<file path="config.mk">
export PLATFORM = sky130hd
export DESIGN_NAME = lincsr_core
export DESIGN_NICKNAME = d
export VERILOG_FILES = /design/src/hw/lincsr_pkg.sv /design/src/hw/lincsr_core.sv
export SDC_FILE = /design/constraint.sdc
export NUM_CORES = 1
export LEC_CHECK = 0
export BUFFER_PORTS_ARGS = -buffer_cell sky130_fd_sc_hd__buf_2
export CAP_MARGIN = 0
export CORE_ASPECT_RATIO = 1.75
export CORE_MARGIN = 5
export CORE_UTILIZATION = 55
export DETAILED_ROUTE_END_ITERATION = 6
export GPL_TIMING_DRIVEN = 0
export PLACE_DENSITY = 0.91
export SKIP_LAST_GASP = 1
export SLEW_MARGIN = 20
export SYNTH_ARGS = -nofsm -noshare
export SYNTH_HDL_FRONTEND = slang
export SYNTH_SLANG_ARGS = --single-unit
</file>
<file path="constraint.sdc">
create_clock -name i_core_clk -period 2.9 [get_ports i_core_clk]
set_clock_uncertainty 0.05 [all_clocks]
set_input_delay 0.145 -clock i_core_clk [delete_from_list [all_inputs] [get_ports i_core_clk]]
set_output_delay 0.145 -clock i_core_clk [all_outputs]
set_load 0.01 [all_outputs]
</file>
<file path="src/hw/lincsr_pkg.sv">
package lincsr_pkg;

   // Indirect core register locations
   localparam logic [7:0] LINCSR_ADDR_DATA8  = 8'h07;
   localparam logic [7:0] LINCSR_ADDR_CTRL   = 8'h08;
   localparam logic [7:0] LINCSR_ADDR_STATUS = 8'h09;
   localparam logic [7:0] LINCSR_ADDR_FAULT  = 8'h0A;
   localparam logic [7:0] LINCSR_ADDR_SIZE   = 8'h0B;
   localparam logic [7:0] LINCSR_ADDR_DIVLO  = 8'h0C;
   localparam logic [7:0] LINCSR_ADDR_SCALE  = 8'h0D;

   // Control bit positions
   localparam int LINCSR_CTL_HALT   = 7;
   localparam int LINCSR_CTL_DORM   = 6;
   localparam int LINCSR_CTL_DIR    = 5;
   localparam int LINCSR_CTL_ACK    = 4;
   localparam int LINCSR_CTL_CLRIRQ = 3;
   localparam int LINCSR_CTL_CLRERR = 2;
   localparam int LINCSR_CTL_WAKE   = 1;
   localparam int LINCSR_CTL_GO     = 0;

   // Status bit positions
   localparam int LINCSR_ST_ACTIVE = 7;
   localparam int LINCSR_ST_IDLE   = 6;
   localparam int LINCSR_ST_CUT    = 5;
   localparam int LINCSR_ST_IDRX   = 4;
   localparam int LINCSR_ST_IRQ    = 3;
   localparam int LINCSR_ST_FAULT  = 2;
   localparam int LINCSR_ST_WAKE   = 1;
   localparam int LINCSR_ST_DONE   = 0;

   // Fault detail positions
   localparam int LINCSR_FD_SYNC   = 4;
   localparam int LINCSR_FD_PARITY = 3;
   localparam int LINCSR_FD_TIMEOUT_FAULT   = 2;
   localparam int LINCSR_FD_CHK    = 1;
   localparam int LINCSR_FD_BIT    = 0;

   // Size register fields
   localparam int         LINCSR_SZ_ENH     = 7;
   localparam logic [3:0] LINCSR_SZ_MAX     = 4'h8;
   localparam logic [3:0] LINCSR_SZ_FROM_ID = 4'hF;

   // Reset values
   localparam logic [7:0] LINCSR_RST_BYTE = 8'h00;

   // Divider limits
   localparam logic [8:0] LINCSR_DIV_MIN = 9'd200;
   localparam logic [8:0] LINCSR_DIV_MAX = 9'd511;

   // Idle time for slave timeout
   localparam longint LINCSR_IDLE_MS   = 4000;
   localparam longint LINCSR_CLK_HZ    = 100_000_000;
   localparam longint LINCSR_IDLE_CYC  = LINCSR_IDLE_MS * (LINCSR_CLK_HZ / 1000);

endpackage : lincsr_pkg

</file>
<file path="src/hw/lincsr_core.sv">
module lincsr_core
   import lincsr_pkg::*;
#(
   parameter longint IDLE_CYC = LINCSR_IDLE_CYC   // Idle timeout, shorten in sim
) (
   // Clock and reset
   input  wire logic       i_core_clk,     // System clock
   input  wire logic       i_rst,          // Async reset, high

   // Register window, pointer and data
   input  wire logic [7:0] i_ptr,          // Core pointer value
   input  wire logic       i_win_wr,       // Window write strobe
   input  wire logic       i_win_rd,       // Window read strobe
   input  wire logic [7:0] i_win_wdata,    // Window write data
   output logic      [7:0] o_win_rdata,    // Window read data

   // Role and identifier
   input  wire logic       i_master_mode,  // 1 master, 0 slave
   input  wire logic [5:0] i_frame_tag,    // Identifier bits

   // Engine levels and one-cycle event pulses
   input  wire logic       i_bus_active,   // Engine sees bus activity
   input  wire logic       i_bus_asleep,   // Bus in sleep
   input  wire logic       i_break_seen,   // Sync break detected pulse
   input  wire logic       i_frame_start,  // Frame start pulse
   input  wire logic       i_frame_end,    // Frame finished pulse
   input  wire logic       i_id_rx,        // Identifier received pulse
   input  wire logic       i_wake_rx,      // Wakeup received pulse
   input  wire logic       i_wake_sent,    // Wakeup transmission over pulse
   input  wire logic       i_rx_byte_wr,   // Engine stores received byte 8
   input  wire logic [7:0] i_rx_byte,      // Received byte 8
   input  wire logic [4:0] i_fault_evt,    // Fault pulses, fault-detail layout
   input  wire logic       i_first_byte_end, // First byte after identifier ended

   // Control levels for the engine
   output logic            o_frame_go,     // Master frame start request
   output logic            o_wake_tx,      // Sending wakeup
   output logic            o_halted,       // Ignoring traffic until break
   output logic            o_tx_dir,       // 1 transmit frame
   output logic            o_ack,          // Data request acknowledged
   output logic            o_dormant,      // Software sleep warning

   // Frame format, baud fields, data and interrupt
   output logic            o_enh_sum,      // Enhanced checksum
   output logic      [3:0] o_payload_len,  // Resolved byte count
   output logic            o_len_reserved, // Reserved length code
   output logic      [8:0] o_divisor,      // Baud divider
   output logic            o_div_ok,       // Divider in valid range
   output logic      [1:0] o_prescale,     // Baud prescaler
   output logic      [4:0] o_multiply,     // Baud multiplier, master only
   output logic      [7:0] o_tx_byte,      // Byte 8 to send
   output logic            o_irq           // Interrupt request
);

   ////////////////////////////////////////////////////////////////////////////
   // State

   typedef struct packed {
      logic [7:0]  data8;
      logic        halted;
      logic        dormant;
      logic        dir;
      logic        ack;
      logic        wake;
      logic        go;
      logic        cut;
      logic        idrx;
      logic        irq;
      logic        fault;
      logic        wake_seen;
      logic        done;
      logic        idle;
      logic [4:0]  fd;
      logic        enh;
      logic [3:0]  len;
      logic [7:0]  div_lo;
      logic [7:0]  scale;
      logic [31:0] idle_cnt;
      logic        in_frame;
      logic [7:0]  rdata;
   } lincsr_state_t;

   lincsr_state_t st;
   lincsr_state_t next_st;

   // Field notes for the state word:
   //   data8     eighth payload byte, shared by software and the engine
   //   halted    slave ignores traffic until the engine reports a break
   //   dormant   software sleep warning, passed straight to the engine
   //   dir       frame direction, 0 receive and 1 transmit
   //   ack       slave data request acknowledge, cleared by hardware
   //   wake      wakeup request, held until the engine reports it sent
   //   go        master start request, held until frame end or fault
   //   cut       slave frame cut short by break or halt
   //   idrx      slave identifier seen since the last break
   //   irq       pending interrupt, sticky until software clears it
   //   fault     any error seen, sticky until the error clear
   //   wake_seen wakeup sent or received since the last frame start
   //   done      last frame finished
   //   idle      slave bus idle timeout reached
   //   fd        sticky fault detail bits in read layout
   //   enh, len  checksum style and raw length code
   //   div_lo    low eight divider bits
   //   scale     prescaler, multiplier and divider top bit
   //   idle_cnt  quiet cycles counted toward the idle flag
   //   in_frame  a frame has started and not yet ended
   //   rdata     registered window read data

   // Resolve byte count from length code and identifier
   // Codes 9 to 14 pass through unchanged; o_len_reserved flags them
   // so the engine can refuse the frame instead of guessing a size.
   function automatic logic [3:0] lincsr_len(input logic [3:0] code,
                                             input logic [1:0] tag);
      logic [3:0] r;
      r = code;
      if (code == LINCSR_SZ_FROM_ID) begin
         unique case (tag)
            2'b10:   r = 4'h4;
            2'b11:   r = 4'h8;
            default: r = 4'h2;
         endcase
      end
      return r;
   endfunction : lincsr_len

   logic       slave;
   logic       wr_ctl;
   logic [4:0] fault_in;
   logic       timeout_fault_ack;
   logic [7:0] ctl_rd;
   logic [7:0] st_rd;
   logic       any_evt;

   ////////////////////////////////////////////////////////////////////////////
   // Next state
   // Order matters below: each later block may override an earlier one.
   //   1. Frame tracking and engine writes
   //   2. Break handling, then identifier receipt
   //   3. Software control writes, which may set or clear
   //   4. Fault, idle and wake tracking
   //   5. Sticky set events last, so a racing clear never loses an event
   //   6. Window read data, captured only on a read strobe
   // Every engine pulse lasts one cycle and takes effect at the next edge.
   // Software writes land at the edge that samples the write strobe,
   // and the new value is visible on the outputs right after that same edge.
   always_comb begin
      next_st  = st;
      slave    = ~i_master_mode;
      wr_ctl   = i_win_wr && (i_ptr == LINCSR_ADDR_CTRL);
      // Late ack: slave gave neither ack nor halt by the first data byte
      timeout_fault_ack = slave && i_first_byte_end && !st.ack && !st.halted;
      fault_in = i_fault_evt;
      fault_in[LINCSR_FD_TIMEOUT_FAULT] = i_fault_evt[LINCSR_FD_TIMEOUT_FAULT] | timeout_fault_ack;
      if (!slave) begin
         fault_in[LINCSR_FD_SYNC]   = 1'b0;
         fault_in[LINCSR_FD_PARITY] = 1'b0;
      end

      // Frame tracking
      // A start and an end in one cycle leave the frame closed and done,
      // since the end is applied second.
      if (i_frame_start) begin
         next_st.in_frame = 1'b1;
         next_st.done     = 1'b0;
      end
      if (i_frame_end) begin
         next_st.in_frame = 1'b0;
         next_st.done     = 1'b1;
         next_st.go       = 1'b0;
         next_st.ack      = 1'b0;
      end

      // Engine stores received byte, else software write
      if (i_win_wr && i_ptr == LINCSR_ADDR_DATA8) begin
         next_st.data8 = i_win_wdata;
      end
      if (i_rx_byte_wr && !st.dir) begin
         next_st.data8 = i_rx_byte;
      end

      // Self-clearing wake request ends when pulse is out
      if (i_wake_sent) begin
         next_st.wake = 1'b0;
      end

      // Halt lasts until the next sync break
      // The break also forgets any identifier and acknowledge, so a slave
      // that missed the frame starts clean on the next one.
      if (i_break_seen && slave) begin
         next_st.halted = 1'b0;
         next_st.cut    = st.in_frame;
         next_st.idrx   = 1'b0;
         next_st.ack    = 1'b0;
         next_st.in_frame = 1'b0;
      end
      if (i_id_rx && slave && !st.halted) begin
         next_st.idrx = 1'b1;
      end

      // Control writes; set events below still win over clears
      if (wr_ctl) begin
         next_st.dormant = i_win_wdata[LINCSR_CTL_DORM];
         next_st.dir     = i_win_wdata[LINCSR_CTL_DIR];
         if (slave && i_win_wdata[LINCSR_CTL_HALT]) begin
            next_st.halted = 1'b1;
            next_st.cut    = 1'b1;
         end
         if (slave && i_win_wdata[LINCSR_CTL_ACK]) begin
            next_st.ack = 1'b1;
         end
         if (i_win_wdata[LINCSR_CTL_WAKE]) begin
            next_st.wake = 1'b1;
         end
         if (!slave && i_win_wdata[LINCSR_CTL_GO]) begin
            next_st.go = 1'b1;
         end
         if (i_win_wdata[LINCSR_CTL_CLRIRQ]) begin
            next_st.irq = 1'b0;
         end
         if (i_win_wdata[LINCSR_CTL_CLRERR]) begin
            next_st.fault = 1'b0;
            next_st.fd    = '0;
         end
      end

      // Go drops on any error; it is the master's start request
      if (|fault_in) begin
         next_st.go = 1'b0;
      end

      // Idle counter runs in slave mode while the bus is quiet
      // The count restarts on any activity, on sleep and in master mode;
      // the flag then holds until one of those ends the quiet spell.
      // At the default of four seconds the counter needs 29 bits.
      if (!slave || i_bus_active || i_bus_asleep) begin
         next_st.idle_cnt = '0;
         next_st.idle     = 1'b0;
      end else if (st.idle_cnt >= 32'(IDLE_CYC - 1)) begin
         next_st.idle = 1'b1;
      end else begin
         next_st.idle_cnt = st.idle_cnt + 32'd1;
      end

      // Wake seen while sending or once received
      if (st.wake || i_wake_rx) begin
         next_st.wake_seen = 1'b1;
      end else if (i_frame_start) begin
         next_st.wake_seen = 1'b0;
      end

      // Sticky error bits; set wins over the clear above
      // Parity and sync faults were masked above in master mode, so the
      // detail register only records what this role can detect.
      next_st.fd = next_st.fd | fault_in;
      if (|fault_in) begin
         next_st.fault = 1'b1;
      end

      // Interrupt sources, set wins over clear
      any_evt = i_frame_end || (|fault_in) || (i_id_rx && slave && !st.halted)
                || i_wake_rx || i_wake_sent || (next_st.idle && !st.idle);
      if (any_evt) begin
         next_st.irq = 1'b1;
      end

      // Size and baud registers
      if (i_win_wr && i_ptr == LINCSR_ADDR_SIZE) begin
         next_st.enh = i_win_wdata[LINCSR_SZ_ENH];
         next_st.len = i_win_wdata[3:0];
      end
      if (i_win_wr && i_ptr == LINCSR_ADDR_DIVLO) begin
         next_st.div_lo = i_win_wdata;
      end
      if (i_win_wr && i_ptr == LINCSR_ADDR_SCALE) begin
         next_st.scale = i_win_wdata;
      end

      // Read view; clear-type bits always read 0
      // Bus activity is read live, the rest from registers; the read data
      // stays in place until the next read strobe, so a slow master
      // can take it later.
      ctl_rd = {1'b0, st.dormant, st.dir, st.ack, 1'b0, 1'b0, st.wake, st.go};
      st_rd  = {i_bus_active, st.idle, st.cut, st.idrx,
                st.irq, st.fault, st.wake_seen, st.done};
      if (i_win_rd) begin
         unique case (i_ptr)
            LINCSR_ADDR_DATA8:  next_st.rdata = st.data8;
            LINCSR_ADDR_CTRL:   next_st.rdata = ctl_rd;
            LINCSR_ADDR_STATUS: next_st.rdata = st_rd;
            LINCSR_ADDR_FAULT:  next_st.rdata = {3'b000, st.fd};
            LINCSR_ADDR_SIZE:   next_st.rdata = {st.enh, 3'b000, st.len};
            LINCSR_ADDR_DIVLO:  next_st.rdata = st.div_lo;
            LINCSR_ADDR_SCALE:  next_st.rdata = st.scale;
            default:            next_st.rdata = LINCSR_RST_BYTE;
         endcase
      end
   end

   ////////////////////////////////////////////////////////////////////////////
   // Register
   always_ff @(posedge i_core_clk or posedge i_rst) begin
      if (i_rst) begin
         st <= '0;
      end else begin
         st <= next_st;
      end
   end

   ////////////////////////////////////////////////////////////////////////////
   // Outputs; divider range is software's duty, flagged for the engine
   assign o_win_rdata    = st.rdata;

   // Control levels for the engine
   assign o_frame_go     = st.go;
   assign o_wake_tx      = st.wake;
   assign o_halted       = st.halted;
   assign o_tx_dir       = st.dir;
   assign o_ack          = st.ack;
   assign o_dormant      = st.dormant;

   // Frame format
   assign o_enh_sum      = st.enh;
   assign o_payload_len  = lincsr_len(st.len, i_frame_tag[5:4]);
   assign o_len_reserved = (st.len > LINCSR_SZ_MAX) && (st.len != LINCSR_SZ_FROM_ID);

   // Baud fields
   assign o_divisor      = {st.scale[0], st.div_lo};
   assign o_div_ok       = (o_divisor >= LINCSR_DIV_MIN) && (o_divisor <= LINCSR_DIV_MAX);
   assign o_prescale     = st.scale[7:6];
   assign o_multiply     = i_master_mode ? st.scale[5:1] : 5'h00;

   // Data and interrupt
   assign o_tx_byte      = st.data8;
   assign o_irq          = st.irq;

   // Limitations worth knowing:
   //   The idle counter is 32 bits wide, so IDLE_CYC must stay below 2**32.
   //   Pointer values outside the seven core registers read 0, ignore writes.
   //   Writes to status and fault detail are ignored; only clear bits act.
   //   Divider range is not enforced; the engine sees o_div_ok instead,
   //   which trades a silent clamp for a visible flag.
   //   Set events win over a software clear landing in the same cycle,
   //   so no interrupt or error is lost to a racing clear.
   //   Multiplier reads back as written even in slave mode.

endmodule : lincsr_core

</file>
Word level (Yosys, flattened, before mapping):

Index checks and enable logic that the tools add are counted.

* flip-flop bits (word level): 88
* input port bits: 50
* output and inout bits: 46
* word-level logic and storage cells: 122

* add/sub/neg operators: 1
* magnitude comparators: 4
* eq/ne operators: 12
* muxes and demuxes: 38
* bitwise gates (word level): 3
* reduce and logical (&&, ||, !) cells: 42

Operators by type and width (number)
* $mux W32: 2
* $pmux W8 S7: 1
* $eq A8 B4 Y1 const B: 6
* $add A32 B1 Y32 const B: 1
* $ge A32 B29 Y1 const B: 1
* $mux W1: 24
* $logic_and A1 B1 Y1: 18
* $mux W8: 2
* $reduce_bool A2 Y1: 8
* $mux W5: 3
* $ge A9 B8 Y1 const B: 1
* $le A9 B9 Y1 const B: 1
* $eq A8 B3 Y1 const B: 1
* $logic_or A1 B1 Y1: 8
* $pmux W4 S2: 1
* $mux W7: 1
* $mux W2: 3
* $or A5 B5 Y5: 1
* $reduce_or A5 Y1: 1
* $eq A2 B2 Y1 const B: 2
* $eq A4 B4 Y1 const B: 1
* $gt A4 B4 Y1 const B: 1
* $logic_not A1 Y1: 4
* $mux W4: 1
* 6 further kinds: 7

Logic depth before layout (Yosys ltp):

Gate-level depths: netlist of run 1.

* word-level depth: 13
* depth in mapped cells: 8
* gate-level depth less buffers: 6

Worst setup path after synthesis of run 1:

No wires, ideal clock.

* path kind: reg-to-reg
* start point: reg st[9] in the netlist's numbering
* end point: reg st[21] in the netlist's numbering
* setup time: 0.120 ns
* data arrival time: 1.916 ns
* required time: 2.730 ns
* setup slack: 0.814 ns
* stages on the path, launching flop included: 7
* path buffers: 0
* clock period less this slack: 2.086 ns
* cell sequence: dfrtp_1 > ha_1 > nand3_1 > or3_1 > a211oi_2 > a31oi_1 > a41o_1

* longest elaborated chain between the ends: 3

Ends and longest elaborated chain
* start: declaration: line lincsr_core.sv:83 `lincsr_state_t st;`
* start signal: assignment: line lincsr_core.sv:305 `st <= next_st;`
* $add A32 B1 Y32: line lincsr_core.sv:241 `next_st.idle_cnt = st.idle_cnt + 32'd1;`
* $mux W32: line lincsr_core.sv:238 `end else if (st.idle_cnt >= 32'(IDLE_CYC - 1)) begin`
* $mux W32: line lincsr_core.sv:235 `if (!slave || i_bus_active || i_bus_asleep) begin`

Several ways; a longest one is shown, not always the timed one. The select of a mux whose other input is x is not followed.
A chain may end at the register's enable or synchronous reset.

Worst setup path in the final report of run 1:

Same ends and word-level chain as after synthesis.

==> results.sh, run 1 <==
export IMPL_outcome="finished, final reports clean"
export IMPL_dp_slack_ps=404
export IMPL_nFillCells=646
export IMPL_leakage_nw=2.72
export IMPL_dp_cells=667
export IMPL_core_area_um2=8370
export IMPL_synthFlopType="dfrtp_1"
export IMPL_antennaDiodeCount=0
export IMPL_fmax_ghz=0.389
export IMPL_ff2ff_path_depth=6
export IMPL_synth_top_cell_by_area="dfrtp_1"
export IMPL_io_buffers=90
export IMPL_vias=4180
export IMPL_die_w_um=80.1
export IMPL_viasPerCell=6.06
export IMPL_drt_iter0_drc=286
export IMPL_yosysMostFrequentCell="dfrtp_1"
export IMPL_finalSetupTns_ps=0
export IMPL_p_switching_mw=0.666
export IMPL_hold_depth=2
export IMPL_min_delay_start="i_id_rx"
export IMPL_ios=96
export IMPL_rr_startpoint="st[9]$_DFFE_PP0P_"
export IMPL_crit_required_ps=3090
export IMPL_p_comb_share_pct=10.0
export IMPL_dieArea_um2=10600
export IMPL_cts_htree_levels=3
export IMPL_cap_viol_max_count=0
export IMPL_drt_pass1_iterations=5
export IMPL_synth_warnings=0
export IMPL_drc=0
export IMPL_synth_edf_count=0
export IMPL_power_density_nw_per_um2=465
export IMPL_r2r_slack_ps=330
export IMPL_crit_path_max_fanout=9
export IMPL_swShare_pct=25.1
export IMPL_synth_top_area_share_pct=46.5
export IMPL_peakVddDrop_mv=0.334
export IMPL_core_rowCount=44
export IMPL_worstMarginPinSlew_ps=799
export IMPL_clk_latency_ps=350
export IMPL_hold_viol=0
export IMPL_grt_max_degree=62
export IMPL_fin_util_pct=68.2
export IMPL_finalMaxSlewViolations=0
export IMPL_syn_nets=512
export IMPL_grt_total_usage_pct=26.0
export IMPL_setup_violations=0
export IMPL_clockPowerShare_pct=41.2
export IMPL_cts_root_buf="clkbuf_16"
export IMPL_slew_headroom_pct=46.3
export IMPL_path_cells="ha_1, nand3_1, or3_1, a211oi_2, a31oi_1, a41o_1"
export IMPL_synth_seq_cells=88
export IMPL_antenna_found_initial=0
export IMPL_fin_crit_sh_pct=88.6
export IMPL_synth_area_per_cell_um2=10.3
export IMPL_fin_nets=621
export IMPL_crit_slowest_cell="a211oi_2"
export IMPL_grt_setup_unrepaired="no"
export IMPL_hp_class="in -> reg"
export IMPL_critPathArrivalTime_ps=2760
export IMPL_ys_async_sr_fraction_pct=100
export IMPL_synth_top_cells_by_count="dfrtp_1 (88), nand2_1 (39), buf_4 (27), mux2_2 (27), a21oi_1 (23)"
export IMPL_crit_type="reg -> reg"
export IMPL_grt_pass1_wl_um=21600
export IMPL_cts_tree="built"
export IMPL_clockBufferDepth=2
export IMPL_netlist_top_cells_area="dfrtp_1 (47%), mux2_2 (6.4%), buf_4 (4.3%)"
export IMPL_grt_met2_usage_pct=46.2
export IMPL_p_int_mw=1.99
export IMPL_initial_utilization_pct=56.6
export IMPL_crit_path_end_kind="flip-flop"
export IMPL_cts_sinks=88
export IMPL_post_dp_hpwl_um=9850
export IMPL_syn_inst=461
export IMPL_grt_pass1_vias=4321
export IMPL_cts_buffers=9
export IMPL_flow_area_growth_from_synthesis_pct=20.5
export IMPL_busiest_layer="met2"
export IMPL_total_power_mw=2.65
export IMPL_place_gp_congestion=1.00
export IMPL_fin_ws_ps=332
export IMPL_wl_um=13200
export IMPL_ys_seq_area_share_pct=46.5
export IMPL_cp_start_kind="flip-flop"
export IMPL_grt_ovfl_total=0
export IMPL_grtUsageMet1_pct=28.6
export IMPL_synth_distinct_cells=68
export IMPL_die_height_um=133
export IMPL_drive_above_1_share_pct=31.7
export IMPL_r2r_end="st[21]$_DFFE_PP0P_"
export IMPL_path_clk_slew_ps=60
export IMPL_fin_cells=690
export IMPL_ant_nets=0
export IMPL_synth_area_um2=4730
export IMPL_p_seq_share_pct=48.8
export IMPL_routedWlPerCell_um=19.2
export IMPL_grt_util_met3_pct=3.74
export IMPL_period_needed_ps=2570
export IMPL_min_to="st[72]$_DFFE_PP0P_"
export IMPL_cpPeakStageDelay_ps=600
-- cells in the final DEF, fill, tap and decap left out, types with 8 or more instances in the layout --
master     count
buf_2         95
buf_4         27
mux2_2        27
dfrtp_1       88
clkbuf_1      12
mux2i_1       17
a21oi_1       23
nand3_1       12
nor3_1         8
nand2_1       39
or3_1         10
clkbuf_16      9
o31ai_1        8
inv_1         11
and2_1        12
o21ai_0       20
nor2_1        22
nand2b_1       8
-- state kept, by name, summed over array words and instances (netlist names) --
name	cells
o_wake_tx	1
o_prescale	2
o_halted	1
o_tx_dir	1
o_enh_sum	1
st	53
o_tx_byte	8
o_ack	1
o_dormant	1
o_irq	1
o_win_rdata	8
o_divisor	9
o_frame_go	1
-- kinds of logic (layout without fill, tap and decap cells) --
kind of cell / after synthesis / in the layout / share of synthesized area (%)
AO/OA/AOI/OAI: 109 / 109 / 16.1
AND/OR/NAND/NOR: 155 / 155 / 18.8
adder cells (fa/ha/maj): 1 / 1 / 0.264
XOR/XNOR: 4 / 4 / 0.740
multiplexers: 45 / 45 / 10.5
buffers and inverters: 59 / 173 / 7.11
flip-flops: 88 / 88 / 46.5
-- final cells by class --
cell class              instances  area [µm²]  share of cell area (%)
flip-flops and latches         88        2200                    38.6
multi-input cells             314        2200                    38.5
repair buffers                 98         548                    9.61
plain buffers                  46         288                    5.04
clock buffers                  11         243                    4.26
well taps                     115         144                    2.52
inverters                      13        51.3                   0.899
clock inverters                 5        32.5                   0.570
-- power groups by stage --
stage          sequential, mW  clock (mW)  combinational, mW
2_1_floorplan            1.31           0              0.149
3_3_place_gp             1.31           0              0.243
3_5_place_dp             1.32           0              0.258
4_1_cts                  1.29        1.10              0.267
5_1_grt                  1.30        1.14              0.289
6_report                 1.30        1.09              0.265
-- how the worst max path moves through the flow --
stage | start | to
6_report | st[9]$_DFFE_PP0P_ | st[21]$_DFFE_PP0P_
5_1_grt | st[9]$_DFFE_PP0P_ | st[21]$_DFFE_PP0P_
4_1_cts | st[9]$_DFFE_PP0P_ | st[21]$_DFFE_PP0P_
3_5_place_dp | st[10]$_DFFE_PP0P_ | st[21]$_DFFE_PP0P_
3_3_place_gp | i_rst | o_win_rdata[1]$_DFFE_PP0P_
2_1_floorplan | i_rst | o_ack$_DFF_PP0_
-- layer usage --
metal / vias to the layer above / routed length [µm]
met2: 193 / 7100
met3: 57 / 771
met5: - / 0
met1: 2039 / 4680
li1: 1891 / -
met4: 0 / 695
-- worst max-delay path, delay by kind of cell (launching register included) --
| family | cells | cell delay, ps |
|---|---|---|
| adders and majority gates | 1 | 230 |
| DFF | 1 | 430 |
| and+or+nand+nor | 2 | 740 |
| AOI/OAI and AO/OA | 3 | 1020 |
-- repair_timing --
| item | in CTS | in global routing |
|---|---|---|
| resized for setup | 0 | 0 |
| hold buffers | 7 | 0 |
| setup buffers | 0 | 0 |
| hold endpoints to repair | 33 | 0 |
-- stage by stage --
step,hold WS (ps),cell area [µm²]
floorplan,187,4730
global placement,294,5330
detailed placement,115,5360
CTS,0.816,5700
global route,2.45,5700
finish,1.80,5700
Note: power is estimated with default switching activity, not from simulation.
==> inputs of run 2 (changes only) <==
--- a/config.mk
+++ b/config.mk
@@ -7,12 +7,14 @@
 export LEC_CHECK = 0
 export BUFFER_PORTS_ARGS = -buffer_cell sky130_fd_sc_hd__buf_2
 export CAP_MARGIN = 0
+export CELL_PAD_IN_SITES_DETAIL_PLACEMENT = 1
+export CELL_PAD_IN_SITES_GLOBAL_PLACEMENT = 1
 export CORE_ASPECT_RATIO = 1.75
 export CORE_MARGIN = 5
-export CORE_UTILIZATION = 55
+export CORE_UTILIZATION = 43
 export DETAILED_ROUTE_END_ITERATION = 6
 export GPL_TIMING_DRIVEN = 0
-export PLACE_DENSITY = 0.91
+export PLACE_DENSITY = 0.92
 export SKIP_LAST_GASP = 1
 export SLEW_MARGIN = 20
 export SYNTH_ARGS = -nofsm -noshare
==> results.sh, run 2 (synthesis results as in run 1) <==
export IMPL_crit_path_end_kind="flip-flop"
export IMPL_routedWlPerCell_um=22.2
export IMPL_ant_nets=0
export IMPL_crit_path_max_fanout=9
export IMPL_grt_pass1_vias=4710
export IMPL_placed_area_um2=5380
export IMPL_grt_ovfl_total=0
export IMPL_leakage_nw=2.74
export IMPL_finalMaxSlewViolations=0
export IMPL_post_dp_hpwl_um=12100
export IMPL_post_cts_buffers=0
export IMPL_hold_depth=3
export IMPL_clockBufferDepth=2
export IMPL_cap_viol_max_count=0
export IMPL_clk_latency_ps=350
export IMPL_fin_crit_sh_pct=90.2
export IMPL_grt_max_degree=55
export IMPL_ff2ff_path_depth=6
export IMPL_rr_startpoint="st[9]$_DFFE_PP0P_"
export IMPL_power_density_nw_per_um2=493
export IMPL_cts_sinks=88
export IMPL_cts_root_buf="clkbuf_16"
export IMPL_fin_util_pct=53.6
export IMPL_cts_tree="built"
export IMPL_setup_violations=0
export IMPL_cp_start_kind="flip-flop"
export IMPL_cp_startpoint="st[9]$_DFFE_PP0P_"
export IMPL_grt_pass1_wl_um=24700
export IMPL_antennaDiodeCount=0
export IMPL_outcome="finished, final reports clean"
export IMPL_fin_ws_ps=285
export IMPL_grt_setup_unrepaired="no"
export IMPL_fmax_ghz=0.382
export IMPL_final_common_cell="buf_2"
export IMPL_dp_slack_ps=378
export IMPL_flow_area_growth_from_synthesis_pct=21.9
export IMPL_cts_buffers=9
export IMPL_top_register="st"
export IMPL_viasPerCell=6.05
export IMPL_grt_total_usage_pct=24.5
export IMPL_mostFrequentLayoutCells="buf_2 (95), dfrtp_1 (88), nand2_1 (39)"
export IMPL_drt_pass1_iterations=4
export IMPL_io_buffers=90
export IMPL_die_height_um=149
export IMPL_slew_headroom_pct=34.4
export IMPL_peakVddDrop_mv=0.326
export IMPL_die_w_um=89.3
export IMPL_dieArea_um2=13300
export IMPL_antenna_found_initial=0
export IMPL_largest_reg_flops=53
export IMPL_drt_iter0_drc=157
export IMPL_core_area_um2=10800
export IMPL_finalSetupTns_ps=0
export IMPL_hold_viol=0
export IMPL_initial_utilization_pct=44.0
export IMPL_path_clk_slew_ps=70
export IMPL_worstMarginPinSlew_ps=976
export IMPL_drive_above_1_share_pct=31.7
export IMPL_core_rowCount=50
export IMPL_cts_htree_levels=3
export IMPL_crit_type="reg -> reg"
export IMPL_hp_class="in -> reg"
export IMPL_vias=4266
export IMPL_fin_area_um2=5770
export IMPL_top_regs="st (53), o_divisor (9)"
export IMPL_drc=0
export IMPL_ios=96
export IMPL_crit_required_ps=3090
export IMPL_wl_um=15700
export IMPL_period_needed_ps=2610
export IMPL_fin_nets=621
export IMPL_min_delay_start="i_fault_evt[2]"
export IMPL_place_gp_congestion=0.859
export IMPL_fin_worst_hold_slack_ps=0.0402
export IMPL_critPathArrivalTime_ps=2800
run 2: cell count changes in the layout (fill, tap and decap cells not counted), sizes merged:
cell,delta
bufinv,+2
clkbuf,-1
clkinv,-1
clkinvlp,-1
inv,+1
run 2: area by class of cell:
type	instances	area, µm²
fillers	1248	4990
flip-flops and latches	88	2200
multi-input cells	314	2200
repair buffers	98	548
plain buffers	46	288
clock buffers	10	229
well taps	130	163
clock inverters	6	92.6
inverters	13	51.3
run 2: stage by stage:
stage | cells | total power [mW]
2_1_floorplan | 461 | 1.46
3_3_place_gp | 681 | 1.56
3_5_place_dp | 682 | 1.59
4_1_cts | 705 | 2.85
5_1_grt | 705 | 2.94
6_report | 705 | 2.85
run 2: path summary, 6_finish.rpt:
| kind | to | slack, ps |
|---|---|---|
| max | st[21]$_DFFE_PP0P_ | 290 |
| min | st[64]$_DFF_PP0_ | 0.04 |
| max reg2reg | st[21]$_DFFE_PP0P_ | 290 |
| min reg2reg | o_win_rdata[1]$_DFFE_PP0P_ | 430 |
| max in group asynchronous | o_frame_go$_DFF_PP0_ | 1850 |
| min in group asynchronous | o_prescale[0]$_DFFE_PP0P_ | 310 |
run 2: report_power, final:
part | switching, mW | internal [mW] | total (mW)
logic | 0.152 | 0.123 | 0.275
clock network | 0.510 | 0.760 | 1.27
registers | 0.0389 | 1.26 | 1.30
total | 0.701 | 2.14 | 2.85
run 2: worst max-delay path: stages, from the launching register on:
cell and delay (ps):
dfrtp_1 420, ha_1 220, nand3_1 260, or3_1 500, a211oi_2 620, a31oi_1 190
a41o_1 240
run 2: timing repair:
action                                 4_1_cts  5_1_grt
resized for setup                            0        0
hold buffers                                 7        0
endpoints found under the hold margin       40        0
run 2: per-layer routing:
metal | vias up | GRT usage, % | wire (µm)
li1 | 1892 | - | -
met1 | 2135 | 22.9 | 5080
met2 | 174 | 46.7 | 8930
met3 | 65 | 4.26 | 761
met4 | 0 | 15.0 | 903
met5 | - | 0 | 0
==> inputs of run 3 (changes only) <==
--- a/config.mk
+++ b/config.mk
@@ -5,16 +5,17 @@
 export SDC_FILE = /design/constraint.sdc
 export NUM_CORES = 1
 export LEC_CHECK = 0
+export ABC_AREA = 1
 export BUFFER_PORTS_ARGS = -buffer_cell sky130_fd_sc_hd__buf_2
 export CAP_MARGIN = 0
 export CELL_PAD_IN_SITES_DETAIL_PLACEMENT = 1
 export CELL_PAD_IN_SITES_GLOBAL_PLACEMENT = 1
 export CORE_ASPECT_RATIO = 1.75
 export CORE_MARGIN = 5
-export CORE_UTILIZATION = 43
+export CORE_UTILIZATION = 40
 export DETAILED_ROUTE_END_ITERATION = 6
-export GPL_TIMING_DRIVEN = 0
-export PLACE_DENSITY = 0.92
+export GPL_TIMING_DRIVEN = 1
+export PLACE_DENSITY = 0.91
 export SKIP_LAST_GASP = 1
 export SLEW_MARGIN = 20
 export SYNTH_ARGS = -nofsm -noshare
==> results.sh, run 3 <==
export IMPL_outcome="complete, but fails checks"
export IMPL_failed_checks="hold timing"
export IMPL_grt_total_usage_pct=25.5
export IMPL_ys_seq_area_share_pct=40.5
export IMPL_top_regs="st (53), o_divisor (9)"
export IMPL_crit_slowest_cell="dfrtp_1"
export IMPL_fmax_ghz=0.454
export IMPL_synth_area_um2=5440
export IMPL_leakage_nw=3.09
export IMPL_path_clk_slew_ps=80
export IMPL_yosysMostFrequentCell="nand2_1"
export IMPL_crit_type="reg -> reg"
export IMPL_flow_area_growth_from_synthesis_pct=14.1
export IMPL_ant_nets=0
export IMPL_die_height_um=164
export IMPL_clockBufferDepth=2
export IMPL_final_common_cell="nand2_1"
export IMPL_grt_pass1_wl_um=32000
export IMPL_grt_pass1_vias=6155
export IMPL_peakVddDrop_mv=0.235
export IMPL_fin_ws_ps=698
export IMPL_synthFlopType="dfrtp_1"
export IMPL_synth_top_area_share_pct=40.5
export IMPL_r2r_slack_ps=700
export IMPL_synth_warnings=0
export IMPL_total_power_mw=2.77
export IMPL_period_needed_ps=2200
export IMPL_drt_pass1_iterations=5
export IMPL_fin_worst_hold_slack_ps=-1.71
export IMPL_synth_seq_cells=88
export IMPL_ys_async_sr_fraction_pct=100
export IMPL_cts_sinks=88
export IMPL_drive_above_1_share_pct=15.9
export IMPL_cts_root_buf="clkbuf_16"
export IMPL_power_density_nw_per_um2=445
export IMPL_core_area_um2=13400
export IMPL_dieArea_um2=16100
export IMPL_crit_path_end="o_irq$_DFFE_PP0P_"
export IMPL_routedWlPerCell_um=19.6
export IMPL_place_gp_congestion=0.960
export IMPL_initial_utilization_pct=40.7
export IMPL_cpPeakStageDelay_ps=470
export IMPL_grt_max_degree=75
export IMPL_vias=5687
export IMPL_crit_cells=10
export IMPL_critPathTopFamily="simple AND/OR/NAND/NOR gates"
export IMPL_drt_iter0_drc=239
export IMPL_cts_repair_resized=0
export IMPL_ios=96
export IMPL_post_dp_hpwl_um=14100
export IMPL_cpMostUsedCell="nand2_1"
export IMPL_io_buffers=91
export IMPL_wl_um=20300
export IMPL_fin_crit_sh_pct=75.9
export IMPL_viasPerCell=5.50
export IMPL_setup_violations=0
export IMPL_cap_viol_max_count=0
export IMPL_synth_distinct_cells=34
export IMPL_crit_path_max_fanout=27
export IMPL_clk_latency_ps=350
export IMPL_cts_htree_levels=3
export IMPL_hold_depth=3
export IMPL_synth_top_cells_by_count="nand2_1 (263), nor2_1 (101), nand3_1 (94)"
export IMPL_rr_startpoint="st[9]$_DFFE_PP0P_"
export IMPL_cp_start_kind="flip-flop"
export IMPL_cts_tree="built"
export IMPL_ff2ff_path_depth=10
export IMPL_synth_top_cell_by_area="dfrtp_1"
export IMPL_core_rowCount=56
export IMPL_syn_nets=839
export IMPL_fin_area_um2=6210
export IMPL_r2r_end="o_irq$_DFFE_PP0P_"
export IMPL_crit_buf_inv=1
export IMPL_cts_buffers=9
export IMPL_post_cts_buffers=0
export IMPL_finalMaxSlewViolations=0
export IMPL_antenna_found_initial=0
export IMPL_worstMarginPinSlew_ps=607
export IMPL_synth_edf_count=0
export IMPL_finalSetupTns_ps=0
export IMPL_largest_reg_flops=53
export IMPL_mostFrequentLayoutCells="nand2_1 (263), nor2_1 (101), nand3_1 (94)"
export IMPL_synth_area_per_cell_um2=6.90
export IMPL_grt_ovfl_total=0
export IMPL_syn_inst=788
export IMPL_top_register="st"
export IMPL_crit_required_ps=3130
export IMPL_netlist_top_cells_area="dfrtp_1 (40%), nand2_1 (18%), nand3_1 (8.6%)"
export IMPL_path_cells="ha_1, nand3_2, nor2_4, nand2_1, nand2_1, nand2_2, nand2_4, buf_4, nand3_1, nand2_1"
export IMPL_hold_viol=1
export IMPL_fin_nets=905
export IMPL_dp_slack_ps=761
export IMPL_crit_path_end_kind="flip-flop"
export IMPL_die_w_um=98.2
export IMPL_hp_class="in -> reg"
export IMPL_slew_headroom_pct=59.4
export IMPL_placed_area_um2=5820
export IMPL_critPathArrivalTime_ps=2440
export IMPL_drc=0
export IMPL_cp_startpoint="st[9]$_DFFE_PP0P_"
export IMPL_grt_setup_unrepaired="no"
run 3: cell count changes after synthesis, moves of 19 or more:
cell	change
mux2_2	-27
nor2_1	+79
o21ai_0	+27
inv_1	+56
nand2_1	+224
nand3_1	+82
a21oi_1	-19
run 3: layout make-up:
cell class                      instances  area [µm²]
Antenna cell                            1        2.50
Fill cell                            1803        7170
Clock buffer                           10         239
Inverter                               70         264
Sequential cell                        88        2200
Tap cell                              174         218
Multi-Input combinational cell        581        2640
Clock inverter                          6        57.6
Timing Repair Buffer                  104         588
run 3: kinds of logic (layout without fill, tap and decap cells):
family	Yosys count	after routing	share of synthesized area, %
compound gates	70	70	7.13
xor+xnor	10	10	1.61
fa+ha+maj	1	1	0.230
buf+inv	119	190	11.0
flops	88	88	40.5
other cells	0	1	0
simple gates	500	500	39.5
run 3: repair_timing:
action	CTS	global route
endpoints found under the setup margin	0	0
hold buffers	9	0
endpoints found under the hold margin	22	0
run 3: how the worst min path moves through the flow:
stage	start	endpoint	slack, ps
2_1_floorplan	i_frame_end	st[8]$_DFFE_PP0P_	170
3_3_place_gp	i_rst	st[35]$_DFFE_PP0P_	50
3_5_place_dp	i_rst	st[35]$_DFFE_PP0P_	50
4_1_cts	i_rx_byte[2]	o_tx_byte[2]$_DFFE_PP0P_	0.9
5_1_grt	i_id_rx	st[72]$_DFFE_PP0P_	20
6_report	i_rx_byte[2]	o_tx_byte[2]$_DFFE_PP0P_	-2
run 3: worst min-delay path, delay by kind of cell:
kind                   cells  cell delay [ps]
AO/OA/AOI/OAI              2              150
buffers and inverters      1               80
run 3: layer usage:
metal / GRT usage, % / share of wire, % / up-vias
met3: 4.25 / 4.6 / 95
met1: 23.1 / 32 / 2766
met5: 0 / 0 / -
met4: 21.3 / 9.0 / 0
met2: 48.4 / 54 / 220
li1: - / - / 2606
run 3: where the power goes:
part           internal, mW  switching [mW]  total (mW)
combinational        0.0846           0.177       0.262
clock                 0.631           0.579        1.21
sequential             1.26          0.0323        1.29
run 3: per-stage QoR:
step / std cells / util [%]
2_1_floorplan: 788 / -
3_3_place_gp: 1008 / 43.5
3_5_place_dp: 1008 / 43.5
4_1_cts: 1033 / 46.4
5_1_grt: 1033 / 46.4
6_report: 1034 / 46.4
